<file path="src/gpsm_regs.svh">
`ifndef GPSM_REGS_SVH
`define GPSM_REGS_SVH

// Register indices; the byte address on APB is four times the index.
`define GPSM_PIN1_CTL_IDX   8'h11
`define GPSM_PORT_CFG_IDX   8'h20
`define GPSM_PIN_STAT_IDX   8'h21
`define GPSM_PIN1_CTL_ADDR  12'h044
`define GPSM_PORT_CFG_ADDR  12'h080
`define GPSM_PIN_STAT_ADDR  12'h084

// Fields of pin1_output_control.
`define GPSM_SEL_MSB        7
`define GPSM_SEL_LSB        5
`define GPSM_SRC_MSB        4
`define GPSM_SRC_LSB        2
`define GPSM_LEVEL_BIT      1
`define GPSM_ENABLE_BIT     0
`define GPSM_PIN1_CTL_RST   8'h00

// Fields of the port configuration register.
`define GPSM_RX_EN_MSB      3
`define GPSM_RX_EN_LSB      0
`define GPSM_TX_SEL_MSB     7
`define GPSM_TX_SEL_LSB     4
`define GPSM_PORT_CFG_RST   8'h00

// Fields of the pin status register.
`define GPSM_STAT_LEVEL_BIT 0
`define GPSM_STAT_OE_BIT    1
`define GPSM_STAT_RSVD_BIT  2

`define GPSM_RX_PORTS       4
`define GPSM_PINS_PER_PORT  4

`endif

</file>
<file path="src/gpsm_pkg.sv">
`default_nettype none

package gpsm_pkg;

  typedef enum logic [2:0] {
    gpsm_src_rx0  = 3'b000,
    gpsm_src_rx1  = 3'b001,
    gpsm_src_rx2  = 3'b010,
    gpsm_src_rx3  = 3'b011,
    gpsm_src_dev  = 3'b100,
    gpsm_src_rsv5 = 3'b101,
    gpsm_src_tx   = 3'b110,
    gpsm_src_rsv7 = 3'b111
  } gpsm_src_t;

  typedef enum logic [2:0] {
    gpsm_rx_pin0  = 3'b000,
    gpsm_rx_pin1  = 3'b001,
    gpsm_rx_pin2  = 3'b010,
    gpsm_rx_pin3  = 3'b011,
    gpsm_rx_lock  = 3'b100,
    gpsm_rx_pass  = 3'b101,
    gpsm_rx_fv    = 3'b110,
    gpsm_rx_lv    = 3'b111
  } gpsm_rx_sel_t;

  typedef enum logic [2:0] {
    gpsm_dev_level    = 3'b000,
    gpsm_dev_lock_or  = 3'b001,
    gpsm_dev_lock_and = 3'b010,
    gpsm_dev_pass_and = 3'b011,
    gpsm_dev_fsync    = 3'b100
  } gpsm_dev_sel_t;

  typedef enum logic [2:0] {
    gpsm_tx_pass_and = 3'b000,
    gpsm_tx_pass_or  = 3'b001,
    gpsm_tx_fv       = 3'b010,
    gpsm_tx_lv       = 3'b011,
    gpsm_tx_synced   = 3'b100,
    gpsm_tx_irq      = 3'b101
  } gpsm_tx_sel_t;

endpackage

`default_nettype wire

</file>
<file path="src/gpsm_pin_mux.sv">
// How it works
// Source bits 4:2 pick receive port 0-3, device status or transmit port.
// Receive source: selector 000 and 011 drive remote pins 0 and 3.
// Receive source: selector 100 gives lock, 101 gives pass.
// Receive source: selector 110 gives frame-valid, 111 gives line-valid.
// Device status source: selector 000 drives the register level bit.
// Device status 001: OR of lock over enabled receive ports.
// Device status 010: AND of lock over enabled receive ports.
// Device status 011: AND of pass over enabled receive ports.
// Device status selectors 101 to 111 are reserved.
// Transmit source: 000 ANDs, 001 ORs pass of selected ports.
// Transmit source: 010 frame-valid, 011 line-valid of sent video.
// Transmit source: 100 shows multi-port data synchronized.
// Transmit source: 101 shows transmit interrupt; 110 and 111 reserved.
// Bit 1 holds the level for the register-driven selection.
// Bit 0 enables the pin driver; all fields reset to zero.
// Receive selectors 001 and 010 drive remote pins 1 and 2.
// Device status selector 100 drives the frame sync pulse.
//
// Implementation choice: register access over APB.
`timescale 1ns/1ns
`default_nettype none
`include "gpsm_regs.svh"

module gpsm_pin_mux
  import gpsm_pkg::*;
(
  // Clock and reset.
  input  wire logic        pclk,
  input  wire logic        presetn,
  // APB slave.
  input  wire logic        psel,
  input  wire logic        penable,
  input  wire logic        pwrite,
  input  wire logic [11:0] paddr,
  input  wire logic [31:0] pwdata,
  output logic      [31:0] prdata,
  output logic             pready,
  output logic             pslverr,
  // Receive port status, from the port clock domains.
  input  wire logic [15:0] rx_remote_pins,
  input  wire logic [3:0]  rx_lock,
  input  wire logic [3:0]  rx_pass,
  input  wire logic [3:0]  rx_frame_valid,
  input  wire logic [3:0]  rx_line_valid,
  // Transmit port and device status.
  input  wire logic        tx_frame_valid,
  input  wire logic        tx_line_valid,
  input  wire logic        tx_synced,
  input  wire logic        tx_interrupt,
  input  wire logic        frame_sync_pulse,
  // Pin toward the board.
  output logic             general_pin_one_o,
  output logic             general_pin_one_oe
);

  localparam int SYNC_W = 37;

  // Input synchronisers: three stages, value accepted when the last two stages agree.
  logic [SYNC_W-1:0] raw_in;
  logic [SYNC_W-1:0] s1_q;
  logic [SYNC_W-1:0] s2_q;
  logic [SYNC_W-1:0] s3_q;
  logic [SYNC_W-1:0] filt_q;
  logic [SYNC_W-1:0] filt_d;

  assign raw_in = {rx_remote_pins, rx_lock, rx_pass, rx_frame_valid,
                   rx_line_valid, tx_frame_valid, tx_line_valid,
                   tx_synced, tx_interrupt, frame_sync_pulse};

  genvar gi;
  generate
    for (gi = 0; gi < SYNC_W; gi++) begin : g_sync
      always_comb begin
        filt_d[gi] = (s2_q[gi] == s3_q[gi]) ? s3_q[gi] : filt_q[gi];
      end
      always_ff @(posedge pclk or negedge presetn) begin
        if (!presetn) begin
          s1_q[gi]   <= 1'b0;
          s2_q[gi]   <= 1'b0;
          s3_q[gi]   <= 1'b0;
          filt_q[gi] <= 1'b0;
        end else begin
          s1_q[gi]   <= raw_in[gi];
          s2_q[gi]   <= s1_q[gi];
          s3_q[gi]   <= s2_q[gi];
          filt_q[gi] <= filt_d[gi];
        end
      end
    end
  endgenerate

  logic [15:0] remote_s;
  logic [3:0]  lock_s;
  logic [3:0]  pass_s;
  logic [3:0]  fv_s;
  logic [3:0]  lv_s;
  logic        tx_fv_s;
  logic        tx_lv_s;
  logic        synced_s;
  logic        irq_s;
  logic        fsync_s;

  assign {remote_s, lock_s, pass_s, fv_s, lv_s, tx_fv_s, tx_lv_s,
          synced_s, irq_s, fsync_s} = filt_q;

  // Registers.
  logic [7:0]  ctl_q;
  logic [7:0]  ctl_d;
  logic [7:0]  cfg_q;
  logic [7:0]  cfg_d;
  logic [31:0] rdata_q;
  logic [31:0] rdata_d;
  logic        pin_q;
  logic        pin_d;

  logic            setup_ph;
  logic            wr_acc;
  logic            hit_ctl;
  logic            hit_cfg;
  logic            hit_stat;
  logic            hit_any;
  logic            rsvd_cfg;
  gpsm_src_t       src;
  logic [2:0]      sel;
  logic [1:0]      port;
  logic [3:0]      rx_en;
  logic [3:0]      tx_sel;

  assign src    = gpsm_src_t'(ctl_q[`GPSM_SRC_MSB:`GPSM_SRC_LSB]);
  assign sel    = ctl_q[`GPSM_SEL_MSB:`GPSM_SEL_LSB];
  assign port   = ctl_q[`GPSM_SRC_LSB+1:`GPSM_SRC_LSB];
  assign rx_en  = cfg_q[`GPSM_RX_EN_MSB:`GPSM_RX_EN_LSB];
  assign tx_sel = cfg_q[`GPSM_TX_SEL_MSB:`GPSM_TX_SEL_LSB];

  // Per-port terms for the aggregate selections. A port left out of the
  // group counts high for the AND terms and low for the OR terms.
  logic [3:0]  lock_hit;
  logic [3:0]  lock_fill;
  logic [3:0]  pass_fill;
  logic [3:0]  txp_hit;
  logic [3:0]  txp_fill;

  genvar gp;
  generate
    for (gp = 0; gp < `GPSM_RX_PORTS; gp++) begin : g_port
      assign lock_hit[gp]  = lock_s[gp] & rx_en[gp];
      assign lock_fill[gp] = lock_s[gp] | ~rx_en[gp];
      assign pass_fill[gp] = pass_s[gp] | ~rx_en[gp];
      assign txp_hit[gp]   = pass_s[gp] & tx_sel[gp];
      assign txp_fill[gp]  = pass_s[gp] | ~tx_sel[gp];
    end
  endgenerate

  // Address decode.
  always_comb begin
    hit_ctl  = 1'b0;
    hit_cfg  = 1'b0;
    hit_stat = 1'b0;
    if (paddr == `GPSM_PIN1_CTL_ADDR) begin
      hit_ctl = 1'b1;
    end else if (paddr == `GPSM_PORT_CFG_ADDR) begin
      hit_cfg = 1'b1;
    end else if (paddr == `GPSM_PIN_STAT_ADDR) begin
      hit_stat = 1'b1;
    end
  end

  assign hit_any  = hit_ctl | hit_cfg | hit_stat;
  assign setup_ph = psel & ~penable;
  // Every access completes in its first access cycle.
  assign pready   = 1'b1;
  assign pslverr  = psel & penable & ~hit_any;
  assign wr_acc   = psel & penable & pwrite & hit_any;
  assign prdata   = rdata_q;

  // A selection that lands on a reserved code is flagged for software.
  always_comb begin
    rsvd_cfg = 1'b0;
    if (src == gpsm_src_rsv5 || src == gpsm_src_rsv7) begin
      rsvd_cfg = 1'b1;
    end else if (src == gpsm_src_dev && sel > 3'b100) begin
      rsvd_cfg = 1'b1;
    end else if (src == gpsm_src_tx && sel > 3'b101) begin
      rsvd_cfg = 1'b1;
    end
  end

  // Control registers.
  always_comb begin
    ctl_d = ctl_q;
    cfg_d = cfg_q;
    if (wr_acc && hit_ctl) begin
      ctl_d = pwdata[7:0];
    end
    if (wr_acc && hit_cfg) begin
      cfg_d = pwdata[7:0];
    end
  end

  always_ff @(posedge pclk or negedge presetn) begin
    if (!presetn) begin
      ctl_q <= `GPSM_PIN1_CTL_RST;
      cfg_q <= `GPSM_PORT_CFG_RST;
    end else begin
      ctl_q <= ctl_d;
      cfg_q <= cfg_d;
    end
  end

  // Read data is captured in the setup cycle so that no access ever waits;
  // the status level read back is the one of the cycle before the access.
  always_comb begin
    rdata_d = rdata_q;
    if (setup_ph && !pwrite) begin
      rdata_d = 32'h0000_0000;
      if (hit_ctl) begin
        rdata_d[7:0] = ctl_q;
      end else if (hit_cfg) begin
        rdata_d[7:0] = cfg_q;
      end else if (hit_stat) begin
        rdata_d[`GPSM_STAT_LEVEL_BIT] = pin_q;
        rdata_d[`GPSM_STAT_OE_BIT]    = ctl_q[`GPSM_ENABLE_BIT];
        rdata_d[`GPSM_STAT_RSVD_BIT]  = rsvd_cfg;
      end
    end
  end

  always_ff @(posedge pclk or negedge presetn) begin
    if (!presetn) begin
      rdata_q <= 32'h0000_0000;
    end else begin
      rdata_q <= rdata_d;
    end
  end

  // Output source selection. Reserved codes drive a low level.
  always_comb begin
    pin_d = 1'b0;
    case (src)
      gpsm_src_rx0, gpsm_src_rx1, gpsm_src_rx2, gpsm_src_rx3: begin
        case (gpsm_rx_sel_t'(sel))
          gpsm_rx_pin0: pin_d = remote_s[{port, 2'b00}];
          gpsm_rx_pin1: pin_d = remote_s[{port, 2'b01}];
          gpsm_rx_pin2: pin_d = remote_s[{port, 2'b10}];
          gpsm_rx_pin3: pin_d = remote_s[{port, 2'b11}];
          gpsm_rx_lock: pin_d = lock_s[port];
          gpsm_rx_pass: pin_d = pass_s[port];
          gpsm_rx_fv:   pin_d = fv_s[port];
          gpsm_rx_lv:   pin_d = lv_s[port];
          default:      pin_d = 1'b0;
        endcase
      end
      gpsm_src_dev: begin
        case (sel)
          gpsm_dev_level:    pin_d = ctl_q[`GPSM_LEVEL_BIT];
          gpsm_dev_lock_or:  pin_d = |lock_hit;
          // With no port enabled the AND terms read low, not vacuously high.
          gpsm_dev_lock_and: pin_d = (|rx_en) & (&lock_fill);
          gpsm_dev_pass_and: pin_d = (|rx_en) & (&pass_fill);
          gpsm_dev_fsync:    pin_d = fsync_s;
          default:           pin_d = 1'b0;
        endcase
      end
      gpsm_src_tx: begin
        case (sel)
          gpsm_tx_pass_and: pin_d = (|tx_sel) & (&txp_fill);
          gpsm_tx_pass_or:  pin_d = |txp_hit;
          gpsm_tx_fv:       pin_d = tx_fv_s;
          gpsm_tx_lv:       pin_d = tx_lv_s;
          gpsm_tx_synced:   pin_d = synced_s;
          gpsm_tx_irq:      pin_d = irq_s;
          default:          pin_d = 1'b0;
        endcase
      end
      default: pin_d = 1'b0;
    endcase
  end

  // The pin comes from a flip-flop so that a change of selection cannot
  // put a glitch on the board.
  always_ff @(posedge pclk or negedge presetn) begin
    if (!presetn) begin
      pin_q <= 1'b0;
    end else begin
      pin_q <= pin_d;
    end
  end

  // The level follows the selection even while the driver is off, so
  // turning the driver on shows a stale value only in the cycle after a write that also changes the selection.
  assign general_pin_one_o  = pin_q;
  assign general_pin_one_oe = ctl_q[`GPSM_ENABLE_BIT];

endmodule

`default_nettype wire

</file>
<file path="config.mk">
export PLATFORM = sky130hd
export DESIGN_NAME = gpsm_pin_mux
export DESIGN_NICKNAME = d
export VERILOG_FILES = /design/src/gpsm_pkg.sv /design/src/gpsm_pin_mux.sv
export VERILOG_INCLUDE_DIRS = /design/src
export SDC_FILE = /design/constraint.sdc
export NUM_CORES = 1
export LEC_CHECK = 0
export BUFFER_PORTS_ARGS = -buffer_cell sky130_fd_sc_hd__buf_2
export CORE_AREA = 2 2 144 146
export CTS_CLUSTER_DIAMETER = 50
export DETAILED_ROUTE_END_ITERATION = 16
export DIE_AREA = 0 0 146 148
export GPL_TIMING_DRIVEN = 0
export PLACE_DENSITY = 0.55
export SLEW_MARGIN = 25
export SYNTH_ARGS = -nofsm -noshare
export SYNTH_HDL_FRONTEND = slang
export SYNTH_SLANG_ARGS = --single-unit
</file>
<file path="constraint.sdc">
create_clock -name pclk -period 2.75 [get_ports pclk]
set_input_delay 0.275 -clock pclk [delete_from_list [all_inputs] [get_ports pclk]]
set_output_delay 0.275 -clock pclk [all_outputs]
set_load 0.1 [all_outputs]
</file>
==> impl_metrics.tcl <==
set metrics [dict create \
    synth-edff-count 0 \
    min_period_ps 2090 \
    ys_warn_count 0 \
    cpPeakStageDelay_ps 550 \
    die_x_um 146 \
    track_usage_pct 10.6 \
    max-cap-violations 0 \
    synth.distinct_cells 44 \
    initial_utilization_pct 29.6 \
    startpoint "ctl_q[2]$_DFFE_PN0P_" \
    fin_crit_sh_pct 76.1 \
    cts_setup_buffers 0 \
    cts_tree "built" \
    leakagePower_nw 3.45 \
    startpoint_type "register" \
    rows 52 \
    final-setup-viol-count 0 \
    drt_iter0_drc 215 \
    crit_slowest_cell "mux4_2" \
    antenna_found_initial 0 \
    crit_type "register to register" \
    worst_ir_drop_vdd_uv 534 \
    syn_avg_cell_area_um2 16.1 \
    worst_slew_pin_slew_ps 645 \
    dieArea_um2 21600 \
    finalClockSkew_ps 5.91 \
    timing.critical_path.mode_cell "buf_2" \
    place_area_um2 6760 \
    core_region_area_um2 20000 \
    io_buffers 72 \
    async_flop_share_pct 100 \
    cp.required_ps 3040 \
    status "finished, final reports clean" \
    path_buf_inv 2 \
    wl_um 10600 \
    hold_viol 0 \
    crit_path_max_fanout 10 \
    seqPwrFrac_pct 49.0 \
    grt_max_degree 90 \
    ys_ff_latch 173 \
    grt_pass1_wl_um 17800 \
    setup_slack_ps 657 \
    clkPwrFrac_pct 40.4 \
    cts_sinks 173 \
    viasPerCell 4.17 \
    ys_seq_area_share_pct 73.0 \
    crit_family "compound AO/OA/AOI/OAI gates" \
    final_max_slew_viol_count 0 \
    root_buffer "clkbuf_16" \
    cts.clk_slew.worst_paths_ps 60 \
    hpwlAfterDp_um 7240 \
    clkLatencyLatePin_ps 410 \
    hold_path_class "input pin to register" \
    pre_cts_slack_ps 461 \
    yosysTopAreaCell "dfrtp_1" \
    drcViolationCount 0 \
    grt_pass1_vias 3561 \
    rsz0062_at_grt "no" \
    synth.area.top_cells "dfrtp_1 (73%), maj3_1 (6.2%), buf_4 (3.3%)" \
    htreeDepth 4 \
    drtAntennaViolNets 0 \
    num_io_pins 122 \
    num_antenna_cells 0 \
    synth-main-ff-cell "dfrtp_1" \
    cts_resized 0 \
    r2r_start "ctl_q[2]$_DFFE_PN0P_" \
    syn_to_final_growth_pct 30.2 \
    worstHoldStart "pwdata[3]" \
    cts_buffers 17 \
    power_frac_comb_pct 10.6 \
    finalPower_mw 5.69 \
    synthCells 368 \
    cp.arrival_ps 2390 \
    p_int_mw 4.20 \
    synth_top_area_share_pct 73.0 \
    drt-wirelength-per-cell_um 13.2 \
    drive_gt1_share_pct 30.7 \
    p_sw_share_pct 26.3 \
    path_cells "buf_2, buf_2, mux4_2, a32oi_1, a311oi_1, a311o_1" \
    place.gp.congestion 0.792 \
    fin_nets 607 \
    dr.pass1.iters 4 \
    fmax_mhz 478 \
    slew-limit-headroom_pct 57.0 \
    cts_hold_buf 38 \
    p_per_area_nw_per_um2 737 \
    end_kind "register" \
    synth_area_um2 5930 \
    fin_area_um2 7720 \
    fp.dieH_um 148 \
    netSwitchingPower_mw 1.50 \
    dr_total_vias 3355 \
    ctsLongestPathBuffers 2 \
    overflow 0 \
]
-- cells in the final DEF (no fill, tap or decap), types with 3 or more instances in the layout --
cell type,n
clkinv_4,3
a221oi_1,8
nor2b_1,9
buf_2,74
nand2b_1,3
a2111oi_0,3
mux4_2,7
nand2_1,5
clkbuf_16,17
mux2_2,17
conb_1,25
dfrtp_1,173
buf_4,26
maj3_1,37
a22oi_1,4
clkbuf_1,5
inv_1,3
inv_6,3
o21ai_0,3
dlygate4sd3_1,38
a21oi_1,6
nor2_1,20
-- routing by layer --
| metal | GRT usage, % | vias to the layer above | part of all wire (%) |
|---|---|---|---|
| met5 | 0 | - | 0 |
| met2 | 17.3 | 106 | 49 |
| met4 | 4.66 | 0 | 1.5 |
| li1 | - | 1558 | - |
| met3 | 3.46 | 12 | 5.5 |
| met1 | 12.9 | 1679 | 44 |
-- cell type report --
| cell class | instances | area [um^2] |
|---|---|---|
| clock inverters | 13 | 130 |
| flip-flops and latches | 173 | 4330 |
| repair buffers | 111 | 778 |
| fillers | 1942 | 12300 |
| multi-input cells | 179 | 1440 |
| inverters | 3 | 11.3 |
| clock buffers | 19 | 453 |
| plain buffers | 36 | 244 |
| well taps | 270 | 338 |
-- power by group through the flow --
stage	Clock [mW]	Combinational, mW	Sequential, mW
floorplan	0	0.276	2.95
global placement	0	0.555	2.83
detailed placement	0	0.570	2.84
CTS	2.38	0.613	2.79
global route	2.49	0.645	2.81
finish	2.30	0.606	2.79
-- per-stage QoR --
stage | setup TNS (ps) | std cells | hold WS [ps] | util (%)
final | 0 | 804 | 102 | 38.5
after floorplan | 0 | 391 | -20.6 | -
after global routing | 0 | 804 | 84.9 | 38.5
after detailed placement | 0 | 734 | 310 | 33.7
after global placement | -172660 | 733 | 333 | 33.6
after CTS | 0 | 804 | 81.3 | 38.5
-- cells in the mapped netlist (2+ instances only) --
library cell	number
a31oi_1	2
nand2b_1	3
nor2_1	20
nand3_1	2
nor4_1	3
inv_1	3
nand2_1	5
mux4_2	7
a21oi_1	6
a2111oi_0	3
dfrtp_1	173
nor2b_1	9
a22oi_1	4
and4_1	2
a311oi_1	2
a221oi_1	8
buf_2	3
mux2_1	2
mux2i_1	2
clkbuf_1	5
conb_1	2
buf_4	26
o21ai_0	3
mux2_2	17
maj3_1	37
-- state kept, by name (all words and copies together) (netlist names), 8 cells and up --
signal  flops
s3_q       37
prdata      8
s1_q       37
s2_q       37
ctl_q       8
cfg_q       8
filt_q     32
-- worst reg2reg max path, cell delays in order, from the launching register on --
cell and delay, ps:
dfrtp_1 310, buf_2 210, buf_2 280, mux4_2 550, a32oi_1 180, a311oi_1 140, a311o_1 300
-- logic make-up (layout without fill, tap and decap cells) --
group                      Yosys count  count (layout)  synth area share [%]
adders and majority gates           37              37                  6.24
buffers and inverters               39             182                  4.30
other                                2              25                 0.127
and+or+nand+nor                     54              54                  5.34
muxes                               28              28                  6.60
AOI/OAI and AO/OA                   35              35                  4.43
DFF                                173             173                  73.0
-- final timing paths --
kind | endpoint | slack, ps | cells after the start
worst max-delay path | general_pin_one_o$_DFF_PN0_ | 660 | 6
min in group asynchronous | s1_q[8]$_DFF_PN0_ | 410 | 2
worst max register to register | general_pin_one_o$_DFF_PN0_ | 660 | 6
max in group asynchronous | s1_q[4]$_DFF_PN0_ | 1500 | 3
worst min register to register | s2_q[36]$_DFF_PN0_ | 350 | 0
worst min-delay path | cfg_q[3]$_DFFE_PN0P_ | 100 | 2
(Power assumes the default switching activity.)
